[src/verilog/pwoc_consts.vh]
// Constants for the pin wake and output control block.
// Assumes inclusion by bare name from design files.
`ifndef PWOC_CONSTS_VH
`define PWOC_CONSTS_VH

// Input pin count and status word width
`define PWOC_NUM_PINS      21
`define PWOC_STAT_W        32
// Reset values
`define PWOC_WAKE_EN_RST   21'h00_0000
`define PWOC_EDGE_RST      21'h00_0000
`define PWOC_OUT_LVL_RST   2'h3
// Edge encoding: 0 rising, 1 falling
`define PWOC_EDGE_RISE     1'b0
`define PWOC_EDGE_FALL     1'b1
// Output indices
`define PWOC_OUT_FIRST     0
`define PWOC_OUT_SECOND    1

`endif

[src/verilog/pwoc_pin_sync.v]
// Two-stage synchroniser with edge detection for one input pin.
// Assumes the pin is asynchronous to clk.
`timescale 1ns/1ps
module pwoc_pin_sync (
   clk,
   rstn,
   pin_in,
   edge_fall,
   edge_hit
);
   input  wire clk;
   input  wire rstn;
   input  wire pin_in;
   input  wire edge_fall;
   output wire edge_hit;

   reg meta_q;
   reg sync_q;
   reg prev_q;

   always @(posedge clk) begin
      if (!rstn) begin
         meta_q <= 1'b0;
         sync_q <= 1'b0;
         prev_q <= 1'b0;
      end else begin
         meta_q <= pin_in;
         sync_q <= meta_q; // RULE23
         prev_q <= sync_q;
      end
   end

   // Edge on synchronised level only
   assign edge_hit = edge_fall ? (prev_q & ~sync_q)
                               : (~prev_q & sync_q); // RULE23
endmodule

[src/verilog/pwoc_top.v]
// Pin wake and output control: per-pin wake/interrupt enable and edge,
// read-to-clear event status, and two general output pins.
// Assumes software strobes on this clock; pins are asynchronous.
// Summary of operation
// RULE1 - Enabled pin edge raises a wake request out of sleep or doze.
// RULE2 - Enable mask sets wake enable, disable mask clears it.
// RULE3 - Pin in both enable and disable masks ends up disabled.
// RULE4 - Pins clear in both masks keep enable and edge unchanged.
// RULE5 - Enable and edge updates ignore pins not set as inputs.
// RULE6 - Wake enable and edge settings survive sleep and wake-up.
// RULE7 - Edge defaults rising; rising mask selects rising, falling falling.
// RULE8 - Pin in both rising and falling masks selects rising.
// RULE9 - Wake and interrupt controls share the same physical bits.
// RULE10 - Status read returns pin and other event flags, then clears all.
// RULE11 - Status bits above the pins hold the other event flags, not zero.
// RULE12 - Status of output or peripheral pins is undefined to software.
// RULE13 - Deep-sleep wake is a full reset, so status shows nothing.
// RULE14 - After ordinary sleep, status keeps accumulating boot events.
// RULE15 - One enable takes both outputs; SPI and timers then blocked.
// RULE16 - Enable request fails and takes nothing while SPI uses pins.
// RULE17 - Reset, sleep and wake return outputs disabled, pull-ups on.
// RULE18 - On mask drives output high, off mask drives it low.
// RULE19 - Both output levels are high after power-up.
// RULE20 - Both masks set drives low; neither set keeps the level.
// RULE21 - Levels reach a peripheral-owned pin only once it is freed.
// RULE22 - Software enables outputs and sees success before writing levels.
// RULE23 - Pins pass two flip-flops; enabled edge sets status next cycle.
`timescale 1ns/1ps
`include "pwoc_consts.vh"
module pwoc_top #(
   parameter NUM_PINS = `PWOC_NUM_PINS,
   parameter STAT_W   = `PWOC_STAT_W
) (
   clk,
   rstn,
   general_io_pin,
   pin_is_input,
   wake_en_upd,
   wake_enable_mask,
   wake_disable_mask,
   edge_upd,
   rising_edge_mask,
   falling_edge_mask,
   other_events,
   status_rd,
   status_rdata,
   status_rvalid,
   wake_enable,
   edge_falling,
   wake_req,
   sleep_active,
   wake_event,
   outputs_en_req,
   outputs_enable_flag,
   outputs_en_result,
   outputs_en_done,
   spi_owns_outputs,
   per_owns_outputs,
   out_lvl_upd,
   output_high_mask,
   output_low_mask,
   outputs_enabled,
   spi_timer_block,
   general_output_first,
   general_output_second,
   output_pullup_en
);
   input  wire                clk;
   input  wire                rstn;
   input  wire [NUM_PINS-1:0] general_io_pin;
   input  wire [NUM_PINS-1:0] pin_is_input;
   input  wire                wake_en_upd;
   input  wire [NUM_PINS-1:0] wake_enable_mask;
   input  wire [NUM_PINS-1:0] wake_disable_mask;
   input  wire                edge_upd;
   input  wire [NUM_PINS-1:0] rising_edge_mask;
   input  wire [NUM_PINS-1:0] falling_edge_mask;
   input  wire [STAT_W-NUM_PINS-1:0] other_events;
   input  wire                status_rd;
   output reg  [STAT_W-1:0]   status_rdata;
   output reg                 status_rvalid;
   output wire [NUM_PINS-1:0] wake_enable;
   output wire [NUM_PINS-1:0] edge_falling;
   output wire                wake_req;
   input  wire                sleep_active;
   input  wire                wake_event;
   input  wire                outputs_en_req;
   input  wire                outputs_enable_flag;
   output reg                 outputs_en_result;
   output reg                 outputs_en_done;
   input  wire                spi_owns_outputs;
   input  wire [1:0]          per_owns_outputs;
   input  wire                out_lvl_upd;
   input  wire [1:0]          output_high_mask;
   input  wire [1:0]          output_low_mask;
   output wire                outputs_enabled;
   output wire                spi_timer_block;
   output wire                general_output_first;
   output wire                general_output_second;
   output wire [1:0]          output_pullup_en;

   // ----------------------------------------------------------------
   // Wake / interrupt configuration
   // ----------------------------------------------------------------
   // One copy of each bit serves both the wake and interrupt views
   reg  [NUM_PINS-1:0] wake_en_q;   // RULE9
   reg  [NUM_PINS-1:0] wake_en_d;
   reg  [NUM_PINS-1:0] edge_q;      // RULE9
   reg  [NUM_PINS-1:0] edge_d;
   wire [NUM_PINS-1:0] en_sel;
   wire [NUM_PINS-1:0] edge_sel;

   assign en_sel   = (wake_enable_mask | wake_disable_mask) & pin_is_input;
   assign edge_sel = (rising_edge_mask | falling_edge_mask) & pin_is_input;

   always @* begin
      wake_en_d = wake_en_q;
      edge_d    = edge_q;
      if (wake_en_upd) begin
         // Disable mask wins when both are set
         wake_en_d = (wake_en_q & ~en_sel)
                   | (en_sel & wake_enable_mask
                      & ~wake_disable_mask); // RULE2 RULE3 RULE4 RULE5
      end
      if (edge_upd) begin
         // Rising wins when both are set
         edge_d = (edge_q & ~edge_sel)
                | (edge_sel & falling_edge_mask
                   & ~rising_edge_mask); // RULE7 RULE8 RULE4 RULE5
      end
   end

   // Only rstn clears settings; sleep and wake leave them alone
   always @(posedge clk) begin
      if (!rstn) begin
         wake_en_q <= `PWOC_WAKE_EN_RST;
         edge_q    <= `PWOC_EDGE_RST; // RULE7
      end else begin
         wake_en_q <= wake_en_d; // RULE6
         edge_q    <= edge_d;    // RULE6
      end
   end

   assign wake_enable  = wake_en_q;
   assign edge_falling = edge_q;

   // ----------------------------------------------------------------
   // Pin synchronisers and edge detectors
   // ----------------------------------------------------------------
   wire [NUM_PINS-1:0] pin_edge;

   genvar gi;
   generate
      for (gi = 0; gi < NUM_PINS; gi = gi + 1) begin : g_pin
         pwoc_pin_sync u_sync (
            .clk       (clk),
            .rstn      (rstn),
            .pin_in    (general_io_pin[gi]),
            .edge_fall (edge_q[gi]),
            .edge_hit  (pin_edge[gi])
         );
      end
   endgenerate

   // ----------------------------------------------------------------
   // Event status, read to clear
   // ----------------------------------------------------------------
   // Pin events latch whether or not enabled, so status can be polled;
   // bits of non-input pins are not meaningful
   reg  [NUM_PINS-1:0]        pin_stat_q;   // RULE12
   reg  [NUM_PINS-1:0]        pin_stat_d;
   reg  [STAT_W-NUM_PINS-1:0] oth_stat_q;
   reg  [STAT_W-NUM_PINS-1:0] oth_stat_d;
   reg                        wake_req_q;

   always @* begin
      pin_stat_d = pin_stat_q;
      oth_stat_d = oth_stat_q;
      if (status_rd) begin
         pin_stat_d = {NUM_PINS{1'b0}};         // RULE10
         oth_stat_d = {(STAT_W-NUM_PINS){1'b0}}; // RULE10
      end
      // New events win over the read clear
      pin_stat_d = pin_stat_d | pin_edge;      // RULE23 RULE14
      oth_stat_d = oth_stat_d | other_events;
   end

   // Status clears on a read or on full reset (deep-sleep wake)
   always @(posedge clk) begin
      if (!rstn) begin
         pin_stat_q    <= {NUM_PINS{1'b0}}; // RULE13
         oth_stat_q    <= {(STAT_W-NUM_PINS){1'b0}};
         status_rdata  <= {STAT_W{1'b0}};
         status_rvalid <= 1'b0;
         wake_req_q    <= 1'b0;
      end else begin
         pin_stat_q    <= pin_stat_d;
         oth_stat_q    <= oth_stat_d;
         status_rvalid <= status_rd;
         if (status_rd) begin
            status_rdata <= {oth_stat_q, pin_stat_q}; // RULE10 RULE11
         end
         wake_req_q    <= |(pin_edge & wake_en_q & pin_is_input); // RULE1
      end
   end

   assign wake_req = wake_req_q;

   // ----------------------------------------------------------------
   // General output enable
   // ----------------------------------------------------------------
   reg outputs_en_q;
   reg outputs_en_d;

   always @* begin
      outputs_en_d = outputs_en_q;
      if (sleep_active || wake_event) begin
         outputs_en_d = 1'b0; // RULE17
      end else if (outputs_en_req) begin
         if (!outputs_enable_flag) begin
            outputs_en_d = 1'b0;
         end else if (!spi_owns_outputs) begin
            outputs_en_d = 1'b1; // RULE15
         end
      end
   end

   always @(posedge clk) begin
      if (!rstn) begin
         outputs_en_q      <= 1'b0; // RULE17
         outputs_en_result <= 1'b0;
         outputs_en_done   <= 1'b0;
      end else begin
         outputs_en_q      <= outputs_en_d;
         outputs_en_done   <= outputs_en_req;
         if (outputs_en_req) begin
            outputs_en_result <= ~outputs_enable_flag
                               | ~spi_owns_outputs; // RULE16
         end
      end
   end

   assign outputs_enabled  = outputs_en_q;
   assign spi_timer_block  = outputs_en_q; // RULE15
   assign output_pullup_en = outputs_en_q ? 2'b00 : 2'b11; // RULE17

   // ----------------------------------------------------------------
   // General output levels
   // ----------------------------------------------------------------
   reg  [1:0] out_lvl_q;
   reg  [1:0] out_lvl_d;
   reg  [1:0] pin_lvl_q;
   wire [1:0] lvl_sel;

   assign lvl_sel = output_high_mask | output_low_mask;

   always @* begin
      out_lvl_d = out_lvl_q;
      if (out_lvl_upd) begin
         // Low wins when both are set
         out_lvl_d = (out_lvl_q & ~lvl_sel)
                   | (output_high_mask & ~output_low_mask); // RULE18 RULE20
      end
   end

   // Written level is held; a pin owned by a peripheral keeps its
   // last driven level until ownership is released
   always @(posedge clk) begin
      if (!rstn) begin
         out_lvl_q <= `PWOC_OUT_LVL_RST; // RULE19
         pin_lvl_q <= `PWOC_OUT_LVL_RST; // RULE19
      end else begin
         out_lvl_q <= out_lvl_d;
         if (!per_owns_outputs[`PWOC_OUT_FIRST]) begin
            pin_lvl_q[`PWOC_OUT_FIRST] <= out_lvl_q[`PWOC_OUT_FIRST]; // RULE21
         end
         if (!per_owns_outputs[`PWOC_OUT_SECOND]) begin
            pin_lvl_q[`PWOC_OUT_SECOND] <= out_lvl_q[`PWOC_OUT_SECOND]; // RULE21
         end
      end
   end

   assign general_output_first  = pin_lvl_q[`PWOC_OUT_FIRST];
   assign general_output_second = pin_lvl_q[`PWOC_OUT_SECOND];
endmodule

[config.mk]
export PLATFORM = sky130hd
export DESIGN_NAME = pwoc_top
export DESIGN_NICKNAME = d
export VERILOG_FILES = /design/src/verilog/pwoc_pin_sync.v /design/src/verilog/pwoc_top.v
export VERILOG_INCLUDE_DIRS = /design/src /design/src/verilog
export SDC_FILE = /design/constraint.sdc
export NUM_CORES = 1
export LEC_CHECK = 0
export BUFFER_PORTS_ARGS = -buffer_cell sky130_fd_sc_hd__buf_2
export CORE_MARGIN = 1.5
export CORE_UTILIZATION = 49
export DETAILED_ROUTE_END_ITERATION = 10
export GPL_ROUTABILITY_DRIVEN = 1
export PLACE_DENSITY = 0.79
export SLEW_MARGIN = 20
export SYNTH_ARGS = -nofsm -noshare
export SYNTH_HDL_FRONTEND = slang
export SYNTH_HIERARCHICAL = 1
export SYNTH_SLANG_ARGS = --single-unit
[constraint.sdc]
create_clock -name clk -period 1.6 [get_ports clk]
set_input_delay 0.16 -clock clk [delete_from_list [all_inputs] [get_ports clk]]
set_output_delay 0.16 -clock clk [all_outputs]
set_load 0.01 [all_outputs]
==> impl_metrics.json <==
{
  "die_area_sq_um": 14300,
  "cp_cell_sequence": "dlygate4sd3_1 > buf_2 > a31oi_1 > nor2_1 > dlygate4sd3_1",
  "postCtsSetupBuffers": 0,
  "drive_above_1_share_pct": 29.7,
  "cts_inserted_buffers": 17,
  "first_global_vias": 5817,
  "core_area_sq_um": 13300,
  "globalRouteTotalUtil_pct": 25.0,
  "critPathTopFamily": "buffers and inverters",
  "irDropWorstVdd_v": 0.000647,
  "rows": 42,
  "post_cts_sizing": 0,
  "synth.yosys.seq_area_share_pct": 53.4,
  "timing.critical_path.arrival_ns": 1.62,
  "total_number_of_clock_tree_sinks": 178,
  "layout-area-overhead-vs-synth_pct": 40.0,
  "drt_drc_violations_left": 0,
  "post_synth_mux_area_share_pct": 5.10,
  "total_leakage_power_nw": 4.27,
  "worstPathMaxFanout": 1,
  "final.period_utilization_pct": 81.8,
  "compound_gate_fraction_of_synth_area_pct": 12.4,
  "final-setup-viol-count": 0,
  "cts_root_buf": "sky130_fd_sc_hd__clkbuf_16",
  "synth_warnings": 6,
  "grt_max_degree": 66,
  "cp-start-kind": "primary input",
  "final_period_minus_worst_setup_slack_ns": 1.31,
  "routabilityCongestion": 0.812,
  "critPathBufInv": 3,
  "cp_common_cell": "sky130_fd_sc_hd__dlygate4sd3_1",
  "synth_top_family_by_area": "simple AND/OR/NAND/NOR gates",
  "synth-seq-cells": 178,
  "buffer_ports.inserted": 237,
  "max_slew.worst_pin.slew_ns": 0.436,
  "n_antenna_cell": 0,
  "relative_max_transition_margin_pct": 71.0,
  "hold_fails_final_rpt": 0,
  "required_ns": 1.91,
  "synth_edf_count": 0,
  "postSynthNetCount": 833,
  "cts_max_path_buffers": 2,
  "slew_violations": 0,
  "dr.first_iter.drc_count": 276,
  "post_synthesis_cell_type_count": 25,
  "synth_simple_gate_area_share_pct": 25.5,
  "async_flop_share_pct": 0,
  "clock_insertion_delay_worst_skew_ns": 0.42,
  "power-per-cell-area_nw_per_um2": 1030,
  "max_cap_viol_count": 0,
  "netlist_area_sq_um": 6680,
  "wl_per_cell_microns": 15.0,
  "outcome": "completed",
  "rsz0062_at_grt": "false",
  "synth.avg_cell_area_sq_um": 9.83,
  "die_h_microns": 120,
  "grt_antenna_before_repair": 0,
  "critical_path_class": "in -> reg",
  "drt_wl_total_mm": 17.7,
  "dr.pass1.iters": 5,
  "post_synth_adder_cell_area_pct": 0,
  "gr-total-overflow": 0,
  "achievable-frequency_mhz": 764,
  "final.setup.tns_ns": 0,
  "final_core_utilization_pct": 70.3,
  "ys_dominant_reg_cell": "sky130_fd_sc_hd__dfxtp_1",
  "critical_path.endpoint_type": "flop",
  "count_of_fill_cells_added_during_filler_insertion": 987,
  "number_of_nets_in_the_final_layout": 1147,
  "path_clk_slew_ns": 0.07,
  "route.detailed.vias_per_inst": 5.05,
  "synth_xor_xnor_area_share_pct": 0,
  "starting_density_pct": 50.2,
  "h-tree-depth": 4,
  "die_w_microns": 120,
  "cp_slowest_stage_delay_ns": 0.56,
  "detail-route-antenna-nets": 0,
  "pin_count": 238,
  "critical_path.slowest_cell": "sky130_fd_sc_hd__dlygate4sd3_1",
  "netlist_instances": 679,
  "wire_length_of_the_first_global_routing_pass_mm": 28.1,
  "hpwl_mm": 11.4,
  "via_count": 5972,
  "timing.clock.skew_ns": 0.00859,
  "min-delay-path-class": "in -> reg",
  "tritoncts": "yes"
}
-- cell type report --
| class | instances | area, sq um | area share [%] |
|---|---|---|---|
| sequential | 178 | 3560 | 38.1 |
| multi-input combinational | 467 | 2870 | 30.7 |
| timing repair buffer | 327 | 2130 | 22.8 |
| clock buffer | 18 | 439 | 4.70 |
| tap | 176 | 220 | 2.36 |
| clock inverter | 14 | 114 | 1.22 |
| inverter | 2 | 7.51 | 0.0803 |
-- cell families after synthesis --
| logic type | after synthesis |
|---|---|
| AND/OR/NAND/NOR | 328 |
| flip-flops | 178 |
| AO/OA/AOI/OAI | 105 |
| multiplexers | 34 |
| buffers and inverters | 34 |
-- worst paths after layout --
kind	from	to	slack (ns)	depth (start not counted)
setup / recovery	wake_enable_mask[17]	wake_enable[17]	0.29	5
setup reg to reg	edge_falling[6]	wake_req	0.30	6
hold / removal	wake_disable_mask[14]	wake_enable[14]	0.01	4
hold reg to reg	g_pin[11].u_sync/meta_q	g_pin[11].u_sync/sync_q	0.43	1
-- Yosys cell counts, drive strengths merged (2+ instances only) --
| cell | instances | area [sq um] |
|---|---|---|
| dfxtp | 178 | 3560 |
| and2 | 67 | 419 |
| nand2 | 65 | 244 |
| nor2b | 64 | 400 |
| nand3 | 62 | 310 |
| a31oi | 43 | 269 |
| nor2 | 43 | 161 |
| mux2i | 34 | 340 |
| o21a | 32 | 240 |
| buf | 29 | 221 |
| nand2b | 21 | 131 |
| o22ai | 21 | 263 |
| nand4 | 4 | 25.0 |
| o21ai | 4 | 20.0 |
| clkbuf | 3 | 11.3 |
| a21oi | 2 | 10.0 |
| inv | 2 | 7.51 |
-- routing by layer --
| metal | share of wire (%) | track usage, % |
|---|---|---|
| met5 | 0 | 0 |
| met4 | 1.6 | 8.41 |
| met3 | 5.6 | 6.56 |
| met2 | 51 | 44.9 |
| met1 | 42 | 28.9 |
-- flip-flops by register name (all words and copies together) (netlist names), 11 cells and up --
register and flops:
oth_stat_q 11, edge_falling 21, wake_enable 21, status_rdata 32
pin_stat_q 21, g_pin.u_sync/meta_q 21, g_pin.u_sync/prev_q 21, g_pin.u_sync/sync_q 21
-- placed cells by master (no fill, tap or decap) --
cell type / synthesis / final
sky130_fd_sc_hd__a21boi_0: 1 / 1
sky130_fd_sc_hd__a21oi_1: 2 / 2
sky130_fd_sc_hd__a311oi_1: 1 / 1
sky130_fd_sc_hd__a31oi_1: 43 / 43
sky130_fd_sc_hd__and2_1: 67 / 67
sky130_fd_sc_hd__and3_1: 1 / 1
sky130_fd_sc_hd__buf_12: 3 / 5
sky130_fd_sc_hd__buf_2: 18 / 235
sky130_fd_sc_hd__buf_4: 5 / 6
sky130_fd_sc_hd__bufinv_16: 0 / 1
sky130_fd_sc_hd__clkbuf_16: 0 / 17
sky130_fd_sc_hd__clkbuf_8: 0 / 1
sky130_fd_sc_hd__clkinv_2: 0 / 7
sky130_fd_sc_hd__clkinv_4: 0 / 2
sky130_fd_sc_hd__clkinvlp_4: 0 / 3
sky130_fd_sc_hd__dfxtp_1: 178 / 178
sky130_fd_sc_hd__dlygate4sd3_1: 0 / 81
sky130_fd_sc_hd__inv_1: 2 / 2
sky130_fd_sc_hd__inv_6: 0 / 1
sky130_fd_sc_hd__mux2i_1: 34 / 34
sky130_fd_sc_hd__nand2_1: 65 / 65
sky130_fd_sc_hd__nand2b_1: 21 / 21
sky130_fd_sc_hd__nand3_1: 62 / 62
sky130_fd_sc_hd__nand4_1: 4 / 4
sky130_fd_sc_hd__nor2_1: 43 / 43
sky130_fd_sc_hd__nor2b_1: 64 / 64
sky130_fd_sc_hd__nor4_1: 1 / 1
sky130_fd_sc_hd__o2111a_1: 1 / 1
sky130_fd_sc_hd__o21a_1: 32 / 32
sky130_fd_sc_hd__o21ai_0: 4 / 4
sky130_fd_sc_hd__o22ai_2: 21 / 21
-- report_power, final --
| part | switching (mW) | leakage [nW] | internal (mW) |
|---|---|---|---|
| logic | 0.471 | 2.54 | 0.565 |
| registers | 0.118 | 1.46 | 4.62 |
| clock network | 1.70 | 0.271 | 2.17 |
| total | 2.29 | 4.27 | 7.36 |
-- metrics by stage --
stage	total power, mW	cell area [sq um]	cells	hold slack, ns	worst slack, ns
CTS	9.70	9350	1182	0.000906	0.276
global route	10.0	9350	1182	0.0166	0.174
global placement	5.68	7990	1069	0.358	0.358
finish	9.64	9350	1182	0.0126	0.291
detailed placement	5.70	7990	1069	0.362	0.289
floorplan	5.29	6680	679	0.260	0.456
-- tightest hold or removal path, stage by stage --
cell and delay, ns:
sky130_fd_sc_hd__buf_2 0.07, sky130_fd_sc_hd__nand3_1 0.06, sky130_fd_sc_hd__nand2_1 0.06, sky130_fd_sc_hd__nor2_1 0.04
-- timing repair --
item / 4_1_cts / 5_1_grt
hold buffers: 81 / 0
hold endpoints to repair: 75 / 0
endpoints found under the setup margin: 0 / 0
Note: power is estimated with default switching activity, not from simulation.
